==> src/dor_pkg.sv <==
// Package for the digital output routing block: register map, reset values,
// routing source codes and timing constants.
// Assumes a 50 MHz system clock and a plain byte-addressed register port.
package dor_pkg;

    // ------------------------------------------------------------------
    // Register bus geometry
    // ------------------------------------------------------------------
    localparam int ADDR_W = 8;
    localparam int DATA_W = 32;

    // ------------------------------------------------------------------
    // Register byte offsets
    // ------------------------------------------------------------------
    localparam logic [7:0] OFS_CTRL_WORD = 8'h00;
    localparam logic [7:0] OFS_UNUSED = 8'h04;
    localparam logic [7:0] OFS_POLARITY = 8'h08;
    localparam logic [7:0] OFS_OVERRIDE = 8'h0C;
    localparam logic [7:0] OFS_MAN_VALUE = 8'h10;
    localparam logic [7:0] OFS_APPLIED = 8'h14;
    localparam logic [7:0] OFS_ROUTE_EN = 8'h18;
    localparam logic [7:0] OFS_SEL_BASE = 8'h20;
    localparam logic [7:0] OFS_PWM_FREQ = 8'h34;
    localparam logic [7:0] OFS_PWM_DUTY = 8'h38;

    // ------------------------------------------------------------------
    // Bit layout of the output control word
    // ------------------------------------------------------------------
    localparam int BRAKE_BIT = 0;
    localparam int OUT1_BIT = 16;
    localparam int NUM_OUT = 4;
    localparam int NUM_CH = 5;

    // ------------------------------------------------------------------
    // Reset values
    // ------------------------------------------------------------------
    localparam logic [31:0] RST_WORD = 32'h0000_0000;
    localparam logic [15:0] RST_SEL = 16'h0100;
    localparam logic [10:0] RST_PWM_FREQ = 11'h7D0;
    localparam logic [6:0] RST_PWM_DUTY = 7'h32;

    // ------------------------------------------------------------------
    // Routing selector fields and source codes
    // ------------------------------------------------------------------
    localparam int SEL_INV_BIT = 7;
    localparam logic [7:0] SRC_CONST1 = 8'h00;
    localparam logic [7:0] SRC_CONST0 = 8'h01;
    localparam logic [7:0] SRC_ENC_FIRST = 8'h02;
    localparam logic [7:0] SRC_ENC_LAST = 8'h08;
    localparam logic [7:0] SRC_POS_FIRST = 8'h09;
    localparam logic [7:0] SRC_POS_LAST = 8'h0F;
    localparam logic [7:0] SRC_PWM = 8'h10;
    localparam logic [7:0] SRC_PWM_INV = 8'h11;

    // ------------------------------------------------------------------
    // Brake PWM limits and timing
    // ------------------------------------------------------------------
    localparam logic [10:0] PWM_FREQ_MAX = 11'h7D0;
    localparam logic [6:0] PWM_DUTY_MIN = 7'h02;
    localparam logic [6:0] PWM_DUTY_MAX = 7'h64;
    localparam int CLK_HZ = 50_000_000;
    localparam int SWPWM_FMAX_HZ = 2000;
    localparam int OUT_FMAX_HZ = 500;
    localparam int SWPWM_HOLD_CYC = CLK_HZ / (2 * SWPWM_FMAX_HZ);
    localparam int OUT_HOLD_CYC = CLK_HZ / (2 * OUT_FMAX_HZ);
    localparam int HOLD_W = 16;
    localparam int ACC_W = 27;

endpackage : dor_pkg

==> src/dor_top.sv <==
// Digital output stage: output control word, per-bit manipulation, readback,
// routing mode with divided pulse sources and brake PWM, open-drain pins.
// Assumes all inputs are synchronous to clk_sys_i; step inputs are one-cycle
// pulses, one per increment.
//
// Overview of operation
// - Output n follows control word bit 15+n
// - Bits 0-15 special; bit 0 is brake
// - Pins only pull low or release
// - Each setting bit affects only its output
// - Polarity bit set inverts the output level
// - Override bit selects manual value, brake too
// - Readable word shows applied output pattern
// - Routing enable 1 selects routing mode
// - Routing mode ignores polarity and manual settings
// - Selector 0 PWM pin, 1-4 outputs
// - Pulse width fits 2 kHz / 500 Hz
// - Selector: high byte source, low byte gate
// - Selector bit 7 inverts the gating bit
// - Source 00 constant one, 01 zero
// - Sources 02-08 encoder pulses divided 1..64
// - Sources 09-0F position pulses divided 1..64
// - Source 10 brake PWM, 11 inverted
// - No encoder pulses with Hall feedback
// - Divider 1 gives one pulse per increment
// - PWM frequency in Hz, above 2000 rejected
// - Duty 2..100 percent, 100 stays on
`timescale 1ns/10ps
`default_nettype none

module dor_top
#(
    parameter int SWPWM_HOLD = dor_pkg::SWPWM_HOLD_CYC,
    parameter int OUT_HOLD = dor_pkg::OUT_HOLD_CYC
)
(
    input wire logic clk_sys_i,                        // System clock
    input wire logic srst_i,                           // Synchronous reset
    input wire logic [dor_pkg::ADDR_W-1:0] addr_i,     // Register byte address
    input wire logic [dor_pkg::DATA_W-1:0] wdata_i,    // Write data
    input wire logic wr_i,                             // Write strobe
    input wire logic rd_i,                             // Read strobe
    output logic [dor_pkg::DATA_W-1:0] rdata_o,        // Read data, one cycle later
    input wire logic enc_step_i,                       // Encoder increment pulse
    input wire logic pos_step_i,                       // Position increment pulse
    input wire logic hall_fb_i,                        // Hall sensors in use
    output logic [dor_pkg::NUM_OUT-1:0] out_o,         // Output pins, driven value
    output logic [dor_pkg::NUM_OUT-1:0] out_oe_n_o,    // Output pins, enable low
    output logic brake_o,                              // Brake pin, driven value
    output logic brake_oe_n_o,                         // Brake pin, enable low
    output logic swpwm_o,                              // Software PWM pin value
    output logic swpwm_oe_n_o                          // Software PWM pin enable low
);
    import dor_pkg::*;

    // ------------------------------------------------------------------
    // Parameter check
    // ------------------------------------------------------------------
    if (SWPWM_HOLD < 1 || SWPWM_HOLD >= (1 << HOLD_W) || OUT_HOLD < 1 || OUT_HOLD >= (1 << HOLD_W))
    begin : g_bad_hold
        $error("dor_top: hold counts must lie in 1..65535");
    end

    // ------------------------------------------------------------------
    // State
    // ------------------------------------------------------------------
    typedef struct packed {
        logic [31:0] ctrl;
        logic [31:0] pol;
        logic [31:0] ovr;
        logic [31:0] mval;
        logic route_en;
        logic [NUM_CH-1:0][15:0] sel;
        logic [10:0] freq;
        logic [6:0] duty;
        logic [ACC_W-1:0] acc;
        logic [6:0] phase;
        logic [NUM_CH-1:0][5:0] enc_cnt;
        logic [NUM_CH-1:0][5:0] pos_cnt;
        logic [NUM_CH-1:0][HOLD_W-1:0] hold;
        logic [31:0] applied;
        logic [31:0] rdata;
        logic [NUM_OUT-1:0] out_oe_n;
        logic brake_oe_n;
        logic swpwm_oe_n;
    } dor_state_s;

    dor_state_s st_ff;
    dor_state_s nxt_st;

    // ------------------------------------------------------------------
    // Helpers
    // ------------------------------------------------------------------
    // True when a count with k low bits set completes a divide-by-2^k group
    function automatic logic dor_div_hit(input logic [5:0] cnt, input logic [7:0] k);
        logic [5:0] mask;
        mask = 6'(({6'h00, 1'b1} << k[2:0]) - 7'h01);
        return (cnt & mask) == mask;
    endfunction : dor_div_hit

    function automatic logic dor_in_range(input logic [7:0] v, input logic [7:0] lo, input logic [7:0] hi);
        return (v >= lo) && (v <= hi);
    endfunction : dor_in_range

    // ------------------------------------------------------------------
    // Next-state logic
    // ------------------------------------------------------------------
    logic [ACC_W-1:0] acc_sum;
    logic pwm_sig;
    logic enc_step;
    logic [NUM_CH-1:0] route_lvl;
    logic [31:0] manip_val;
    logic [31:0] manip_lvl;
    logic [NUM_OUT-1:0] out_lvl;
    logic brake_lvl;
    logic swpwm_lvl;
    logic [7:0] src;
    logic [7:0] chsel;
    logic fire;
    logic src_val;
    logic gate;

    always_comb
    begin
        nxt_st = st_ff;
        acc_sum = '0;
        pwm_sig = 1'b0;
        enc_step = 1'b0;
        route_lvl = '0;
        manip_val = '0;
        manip_lvl = '0;
        out_lvl = '0;
        brake_lvl = 1'b0;
        swpwm_lvl = 1'b0;
        src = '0;
        chsel = '0;
        fire = 1'b0;
        src_val = 1'b0;
        gate = 1'b0;

        // --------------------------------------------------------------
        // Register writes
        // --------------------------------------------------------------
        if (wr_i)
        begin
            for (int c = 0; c < NUM_CH; c++)
            begin
                if (addr_i == 8'(OFS_SEL_BASE + 8'(4 * c)))
                begin
                    nxt_st.sel[c] = wdata_i[15:0];
                end
            end
            unique case (addr_i)
                OFS_CTRL_WORD: nxt_st.ctrl = wdata_i;
                OFS_POLARITY: nxt_st.pol = wdata_i;
                OFS_OVERRIDE: nxt_st.ovr = wdata_i;
                OFS_MAN_VALUE: nxt_st.mval = wdata_i;
                OFS_ROUTE_EN: nxt_st.route_en = wdata_i[0];
                OFS_PWM_FREQ:
                begin
                    if (wdata_i <= 32'(PWM_FREQ_MAX))
                    begin
                        nxt_st.freq = wdata_i[10:0];
                    end
                end
                OFS_PWM_DUTY:
                begin
                    if (wdata_i >= 32'(PWM_DUTY_MIN) && wdata_i <= 32'(PWM_DUTY_MAX))
                    begin
                        nxt_st.duty = wdata_i[6:0];
                    end
                end
                default: ;
            endcase
        end

        // --------------------------------------------------------------
        // Register reads, answered in the next cycle
        // --------------------------------------------------------------
        nxt_st.rdata = '0;
        if (rd_i)
        begin
            for (int c = 0; c < NUM_CH; c++)
            begin
                if (addr_i == 8'(OFS_SEL_BASE + 8'(4 * c)))
                begin
                    nxt_st.rdata = {16'h0000, st_ff.sel[c]};
                end
            end
            unique case (addr_i)
                OFS_CTRL_WORD: nxt_st.rdata = st_ff.ctrl;
                OFS_POLARITY: nxt_st.rdata = st_ff.pol;
                OFS_OVERRIDE: nxt_st.rdata = st_ff.ovr;
                OFS_MAN_VALUE: nxt_st.rdata = st_ff.mval;
                OFS_APPLIED: nxt_st.rdata = st_ff.applied;
                OFS_ROUTE_EN: nxt_st.rdata = {31'h0000_0000, st_ff.route_en};
                OFS_PWM_FREQ: nxt_st.rdata = {21'h00_0000, st_ff.freq};
                OFS_PWM_DUTY: nxt_st.rdata = {25'h000_0000, st_ff.duty};
                default: ;
            endcase
        end

        // --------------------------------------------------------------
        // Brake PWM: phase steps 100 times per period
        // --------------------------------------------------------------
        acc_sum = ACC_W'(st_ff.acc + ACC_W'(st_ff.freq) * ACC_W'(PWM_DUTY_MAX));
        if (acc_sum >= ACC_W'(CLK_HZ))
        begin
            nxt_st.acc = ACC_W'(acc_sum - ACC_W'(CLK_HZ));
            nxt_st.phase = (st_ff.phase >= PWM_DUTY_MAX - 7'h01) ? 7'h00 : 7'(st_ff.phase + 7'h01);
        end
        else
        begin
            nxt_st.acc = acc_sum;
        end
        pwm_sig = (st_ff.duty >= PWM_DUTY_MAX) || (st_ff.phase < st_ff.duty);

        // --------------------------------------------------------------
        // Routing channels: 0 is the PWM pin, 1..4 the outputs
        // --------------------------------------------------------------
        enc_step = enc_step_i & ~hall_fb_i;
        for (int c = 0; c < NUM_CH; c++)
        begin
            src = st_ff.sel[c][15:8];
            chsel = st_ff.sel[c][7:0];
            fire = 1'b0;
            if (enc_step)
            begin
                nxt_st.enc_cnt[c] = 6'(st_ff.enc_cnt[c] + 6'h01);
                if (dor_in_range(src, SRC_ENC_FIRST, SRC_ENC_LAST))
                begin
                    fire = dor_div_hit(st_ff.enc_cnt[c], 8'(src - SRC_ENC_FIRST));
                end
            end
            if (pos_step_i)
            begin
                nxt_st.pos_cnt[c] = 6'(st_ff.pos_cnt[c] + 6'h01);
                if (dor_in_range(src, SRC_POS_FIRST, SRC_POS_LAST))
                begin
                    fire = dor_div_hit(st_ff.pos_cnt[c], 8'(src - SRC_POS_FIRST));
                end
            end
            // Stretch each pulse to half the fastest period the pin may carry
            if (fire)
            begin
                nxt_st.hold[c] = (c == 0) ? HOLD_W'(SWPWM_HOLD) : HOLD_W'(OUT_HOLD);
            end
            else if (st_ff.hold[c] != '0)
            begin
                nxt_st.hold[c] = HOLD_W'(st_ff.hold[c] - HOLD_W'(1));
            end

            if (src == SRC_CONST1)
            begin
                src_val = 1'b1;
            end
            else if (src == SRC_CONST0)
            begin
                src_val = 1'b0;
            end
            else if (dor_in_range(src, SRC_ENC_FIRST, SRC_POS_LAST))
            begin
                src_val = st_ff.hold[c] != '0;
            end
            else if (src == SRC_PWM)
            begin
                src_val = pwm_sig;
            end
            else if (src == SRC_PWM_INV)
            begin
                src_val = ~pwm_sig;
            end
            else
            begin
                src_val = 1'b0;
            end
            gate = st_ff.ctrl[chsel[4:0]] ^ chsel[SEL_INV_BIT];
            route_lvl[c] = gate & src_val;
        end

        // --------------------------------------------------------------
        // Normal mode manipulation, bit by bit
        // --------------------------------------------------------------
        manip_val = (st_ff.ovr & st_ff.mval) | (~st_ff.ovr & st_ff.ctrl);
        manip_lvl = manip_val ^ st_ff.pol;

        // --------------------------------------------------------------
        // Mode select and applied pattern
        // --------------------------------------------------------------
        if (st_ff.route_en)
        begin
            out_lvl = route_lvl[NUM_CH-1:1];
            swpwm_lvl = route_lvl[0];
            brake_lvl = st_ff.ctrl[BRAKE_BIT];
        end
        else
        begin
            out_lvl = manip_lvl[OUT1_BIT +: NUM_OUT];
            swpwm_lvl = 1'b0;
            brake_lvl = manip_lvl[BRAKE_BIT];
        end
        nxt_st.applied = '0;
        nxt_st.applied[OUT1_BIT +: NUM_OUT] = out_lvl;
        nxt_st.applied[BRAKE_BIT] = brake_lvl;

        // --------------------------------------------------------------
        // Open drain: high level releases, low level pulls down
        // --------------------------------------------------------------
        nxt_st.out_oe_n = out_lvl;
        nxt_st.swpwm_oe_n = swpwm_lvl;
        nxt_st.brake_oe_n = brake_lvl & pwm_sig;
    end

    // ------------------------------------------------------------------
    // State register
    // ------------------------------------------------------------------
    always_ff @(posedge clk_sys_i)
    begin
        if (srst_i)
        begin
            st_ff <= '0;
            st_ff.ctrl <= RST_WORD;
            st_ff.pol <= RST_WORD;
            st_ff.ovr <= RST_WORD;
            st_ff.mval <= RST_WORD;
            st_ff.sel <= {NUM_CH{RST_SEL}};
            st_ff.freq <= RST_PWM_FREQ;
            st_ff.duty <= RST_PWM_DUTY;
            st_ff.out_oe_n <= '0;
            st_ff.brake_oe_n <= 1'b0;
            st_ff.swpwm_oe_n <= 1'b0;
        end
        else
        begin
            st_ff <= nxt_st;
        end
    end

    // ------------------------------------------------------------------
    // Outputs; driven values stay low for open drain
    // ------------------------------------------------------------------
    assign rdata_o = st_ff.rdata;
    assign out_o = st_ff.applied[OUT1_BIT +: NUM_OUT] & ~st_ff.applied[OUT1_BIT +: NUM_OUT];
    assign out_oe_n_o = st_ff.out_oe_n;
    assign brake_o = st_ff.applied[BRAKE_BIT] & ~st_ff.applied[BRAKE_BIT];
    assign brake_oe_n_o = st_ff.brake_oe_n;
    assign swpwm_o = st_ff.swpwm_oe_n & ~st_ff.swpwm_oe_n;
    assign swpwm_oe_n_o = st_ff.swpwm_oe_n;

endmodule : dor_top

`default_nettype wire

==> config.mk <==
export PLATFORM = sky130hd
export DESIGN_NAME = dor_top
export DESIGN_NICKNAME = d
export VERILOG_FILES = /design/src/dor_pkg.sv /design/src/dor_top.sv
export SDC_FILE = /design/constraint.sdc
export NUM_CORES = 1
export LEC_CHECK = 0
export BUFFER_PORTS_ARGS = -buffer_cell sky130_fd_sc_hd__buf_2
export CORE_UTILIZATION = 63
export CTS_CLUSTER_SIZE = 20
export DETAILED_ROUTE_END_ITERATION = 8
export HOLD_SLACK_MARGIN = 0.1
export PLACE_DENSITY = 0.81
export SYNTH_ARGS = -nofsm -noshare
export SYNTH_HDL_FRONTEND = slang
export SYNTH_SLANG_ARGS = --single-unit
==> constraint.sdc <==
create_clock -name clk_sys_i -period 8.7 [get_ports clk_sys_i]
set_clock_uncertainty 0.1 [all_clocks]
set_input_delay 0.87 -clock clk_sys_i [delete_from_list [all_inputs] [get_ports clk_sys_i]]
set_output_delay 0.87 -clock clk_sys_i [all_outputs]
set_load 0.01 [all_outputs]
Yosys cells after proc, flatten, opt, wreduce, memory -nomap -nowiden. Index checks and enable logic that the tools add are counted.

Register bits: 471. Input port bits: 47. Output and inout bits: 44. Word-level logic and storage cells: 318.

$add $sub $neg: 38. Multiply operators: 1. Order comparisons: 32. Eq/ne operators: 37. Shifts and indexed selects: 10. Mux-type cells: 75. Bitwise logic cells: 33. Reduce and logical (&&, ||, !) cells: 52.

Operators by type and width (number): case mux 32 bit (8 select lines) (1); two-way mux 16 bit (10); == test 8 x 5 -> 1 bit (second input constant) (13); two-way mux 32 bit (3); less-or-equal comparator 8 x 4 -> 1 bit (second input constant) (10); nonzero test 16 bit (5); subtractor 16 x 1 -> 16 bit (second input constant) (5); adder 6 x 1 -> 6 bit (second input constant) (10); AND 6 bit (10); == test 6 bit (10); left shift 1 x 3 -> 6 bit (first input constant) (10); subtractor 6 x 1 -> 6 bit (second input constant) (10); == test 8 x 6 -> 1 bit (second input constant) (7); two-way mux 1 bit (51); logical NOT 8 bit (6); AND 20 bit (2); == test 8 x 1 -> 1 bit (second input constant) (5); greater-or-equal comparator 8 x 2 -> 1 bit (second input constant) (5); greater-or-equal comparator 8 x 4 -> 1 bit (second input constant) (5); greater-or-equal comparator 32 x 2 -> 1 bit (second input constant) (1); less-or-equal comparator 32 x 11 -> 1 bit (second input constant) (1); less-or-equal comparator 32 x 7 -> 1 bit (second input constant) (1); less-than comparator 5 x 6 -> 1 bit (second input constant) (5); two-way mux 14 bit (2); 28 further kinds (90).

Depth between registers and ports, before layout.
Depth in word-level cells: 10. Gate-level depth with buffers: 27. Mapped depth without buffers: 26.

Worst setup path before layout. OpenSTA, ideal clock, no wires.

Path type: reg2reg. From: register st_ff[253] (netlist name). To: register st_ff[237] (netlist name). Library setup time: 0.070 ns. Arrival time: 5.969 ns. Data required time: 8.530 ns. Slack: 2.561 ns. Stages on the path, launching flop included: 26. Buffers on the path: 0. Clock period less this slack: 6.139 ns. Cells stage by stage: dfxtp_1 -> ha_1 -> ha_1 -> fa_1 -> ha_1 -> a21o_1 -> a21oi_1 -> o21bai_1 -> a21oi_1 -> nor2b_1 -> o21a_1 -> o21ai_0 -> nand2b_1 -> a21oi_1 -> xnor2_1 -> ha_1 -> a21o_1 -> o21bai_1 -> a21oi_1 -> mux2_2 -> o2111a_1 -> nand2b_1 -> nor4b_4 -> o21ai_1 -> or4_1 -> a21oi_1.

Longest elaborated chain between the ends: 4. Elaborated cells on any way between the ends: 5. Those cells by class: add/sub (2); mul (1); order compare (1); mux (1).

RTL lines: from (decl) (line dor_top.sv:88) `dor_state_s st_ff;`; from (signal assigned) (line dor_top.sv:335) `st_ff <= nxt_st;`; multiplier 11 x 5 -> 16 bit * (line dor_top.sv:206) `acc_sum = ACC_W'(st_ff.acc + ACC_W'(st_ff.freq) * ACC_W'(PWM_DUTY_MAX));`; adder 27 x 18 -> 27 bit * (line dor_top.sv:206); subtractor 27 x 26 -> 27 bit / greater-or-equal comparator 27 x 26 -> 1 bit (equally long branches) (line dor_top.sv:209, dor_top.sv:207); two-way mux 27 bit * (line dor_top.sv:207) `if (acc_sum >= ACC_W'(CLK_HZ))`.

Every way passes the cells marked *; elsewhere a longest branch is shown, timed or not. A chain may end at the register's enable or synchronous reset.

Worst setup path in the final report.
From: register st_ff[252] (netlist name). To: register st_ff[237] (netlist name).

Same word-level chain as after synthesis.

==> flow_metrics.env <==
export IMPL_outcome="finished, final reports clean"
export IMPL_synth_edff_count=0
export IMPL_tightest_slew_ps=1217
export IMPL_netlist_area_leader_share=0.3742
export IMPL_powerDensity_nw_per_um2=218.7
export IMPL_post_cts_resized=0
export IMPL_grt_usage=0.3359
export IMPL_postRouteAntennaNets=0
export IMPL_hold_class="reg2reg"
export IMPL_multiInputGateArea_sq_um=13570
export IMPL_hold_buffers=0
export IMPL_vias=21290
export IMPL_hold_viol_final=0
export IMPL_drt_pass1_iter_count=6
export IMPL_cts_root_buf="clkbuf_16"
export IMPL_timing_fmax_ghz=0.1376
export IMPL_wl_per_cell_um=19.32
export IMPL_fp_dieH_um=194.9
export IMPL_path_max_fanout=17
export IMPL_max_stage_delay_ps=550
export IMPL_dpl_hpwl_um=43010
export IMPL_cts_sinks=438
export IMPL_fin_nets=2968
export IMPL_coreArea_sq_um=36610
export IMPL_instances_no_fill=3323
export IMPL_gp_congestion=0.9591
export IMPL_ys_seq_area_frac=0.3742
export IMPL_yosysMostFrequentCell="nand2_1"
export IMPL_worst_ep_arrival_time_ps=7670
export IMPL_top_level_ports=91
export IMPL_fin_hold_ws_ps=354.1
export IMPL_tns_ps=0
export IMPL_final_period_minus_worst_setup_slack_ps=7268
export IMPL_rsz0062_at_grt="no"
export IMPL_portBuffers=84
export IMPL_startpoint_type="flip-flop"
export IMPL_crit_type="reg2reg"
export IMPL_final_util=0.6919
export IMPL_grt_pass1_wl_um=104300
export IMPL_crit_slowest_cell="or4_1"
export IMPL_synthFlopType="dfxtp_1"
export IMPL_clk_latency_ps=590
export IMPL_postCtsSetupBuffers=0
export IMPL_synthTopCellsByArea="dfxtp_1, nand2_1, a21oi_1"
export IMPL_placementRows=70
export IMPL_cts_buffers=45
export IMPL_rr_worst_depth=25
export IMPL_drt_initial_drc_count=2207
export IMPL_synth_cell_types=81
export IMPL_yosys_warnings=0
export IMPL_initial_core_util=0.6400
export IMPL_drv_slew=0
export IMPL_design_area_sq_um=25330
export IMPL_drc=0
export IMPL_die_x_um=194.9
export IMPL_dpl_instance_area_sq_um=23740
export IMPL_fillers=2859
export IMPL_ys_ff_latch=438
export IMPL_fin_crit_sh=0.8354
export IMPL_async_flop_share=0
export IMPL_path_clk_slew_ps=60
export IMPL_hold_depth=2
export IMPL_cap_violations=0
export IMPL_grt_max_degree=145
export IMPL_dpl_worst_slack_ps=1497
export IMPL_cp_end_kind="flip-flop"
export IMPL_drive_above_1_share=0.09365
export IMPL_dp_cells=3237
export IMPL_fin_ws_ps=1432
export IMPL_cts_tree="yes"
export IMPL_clk_path_buf_depth=3
export IMPL_via_per_inst=6.407
export IMPL_htreeDepth=2
export IMPL_grt_pass1_vias=20580
export IMPL_area_growth_pct=8.101
export IMPL_synth_commonest_cells="nand2_1, dfxtp_1, a21oi_1"
export IMPL_register_area_sq_um=8768
export IMPL_die_area_sq_um=37970
export IMPL_avgSynthCellArea_sq_um=8.187
export IMPL_required_ps=9100
export IMPL_overflow=0
export IMPL_power_total_mw=5.540
export IMPL_wl_um=64200
export IMPL_setup_viol=0
export IMPL_power_leakage_nw=9.319
export IMPL_slew_headroom=0.1865
export IMPL_crit_top_cell="a21oi_1"
export IMPL_syn_inst=2862
export IMPL_ir_drop_mv=0.2249
export IMPL_antenna_found_initial=2
export IMPL_synth_top_area_cell="dfxtp_1"
export IMPL_syn_area_sq_um=23430
[registers in the layout, summed over array words and instances (netlist names)]
| name | count |
|---|---|
| swpwm_oe_n_o | 1 |
| chsel | 8 |
| st_ff | 388 |
| rdata_o | 32 |
| brake_oe_n_o | 1 |
| src | 8 |
[per-layer routing]
layer | wire [um] | global-route usage | vias up
met1 | 25440 | 0.4217 | 10110
met5 | 10 | 0 | -
met2 | 30170 | 0.5601 | 1026
li1 | - | - | 9954
met3 | 5900 | 0.05726 | 201
met4 | 2683 | 0.1639 | 2
[cell usage in the layout, fill, tap and decap left out, types with 22 or more instances in the layout]
master,count
xor2_1,67
nand2_1,580
nand3_1,44
mux4_2,50
nor3_1,42
nor4_1,35
buf_2,83
a21oi_1,309
a31oi_1,26
dfxtp_1,438
xnor2_1,76
clkbuf_16,46
inv_1,59
nor2_1,260
mux2i_1,69
ha_1,98
nand4_1,40
a22oi_1,23
or3_1,22
a221oi_1,42
o21ai_0,95
[cells by family (layout without fill, tap and decap cells)]
group           Yosys count  after routing  share of synthesized area
other cells               1             10                  0.0001600
fa+ha+maj               105            105                    0.05831
simple gates           1150           1150                     0.2178
xor+xnor                143            143                    0.05345
flops                   438            438                     0.3742
mux                     124            124                    0.07994
buf+inv                 262            246                    0.04886
compound gates          639            639                     0.1673
[where the power goes]
| part | internal, mW | switching (mW) | leakage [nW] |
|---|---|---|---|
| logic | 0.483 | 0.680 | 4.98 |
| clock network | 1.23 | 0.830 | 0.788 |
| registers | 2.17 | 0.146 | 3.55 |
[critical path: cells and delay by family, from the launching register on]
family / cells / cell delay, ps
AOI/OAI and AO/OA: 13 / 3000
adders and majority gates: 5 / 1670
and+or+nand+nor: 5 / 1380
DFF: 1 / 450
muxes: 1 / 410
xor gates and xnor gates: 1 / 180
[cell type report]
class | count | area share
tap | 468 | 0.02312
clock buffer | 64 | 0.05325
timing repair buffer | 105 | 0.02322
inverter | 59 | 0.008743
sequential | 438 | 0.3462
multi-input combinational | 2167 | 0.5359
clock inverter | 18 | 0.009188
antenna | 4 | 0.0003952
[worst paths after layout]
| kind | start | end | slack, ps |
|---|---|---|---|
| worst min register to register | st_ff[411]$_SDFFE_PP0P_ | st_ff[411]$_SDFFE_PP0P_ | 350 |
| worst min-delay path | st_ff[411]$_SDFFE_PP0P_ | st_ff[411]$_SDFFE_PP0P_ | 350 |
| worst max-delay path | st_ff[252]$_SDFFE_PP0P_ | st_ff[237]$_SDFF_PP0_ | 1430 |
| worst max register to register | st_ff[252]$_SDFFE_PP0P_ | st_ff[237]$_SDFF_PP0_ | 1430 |
Note: power is estimated with default switching activity, not from simulation.
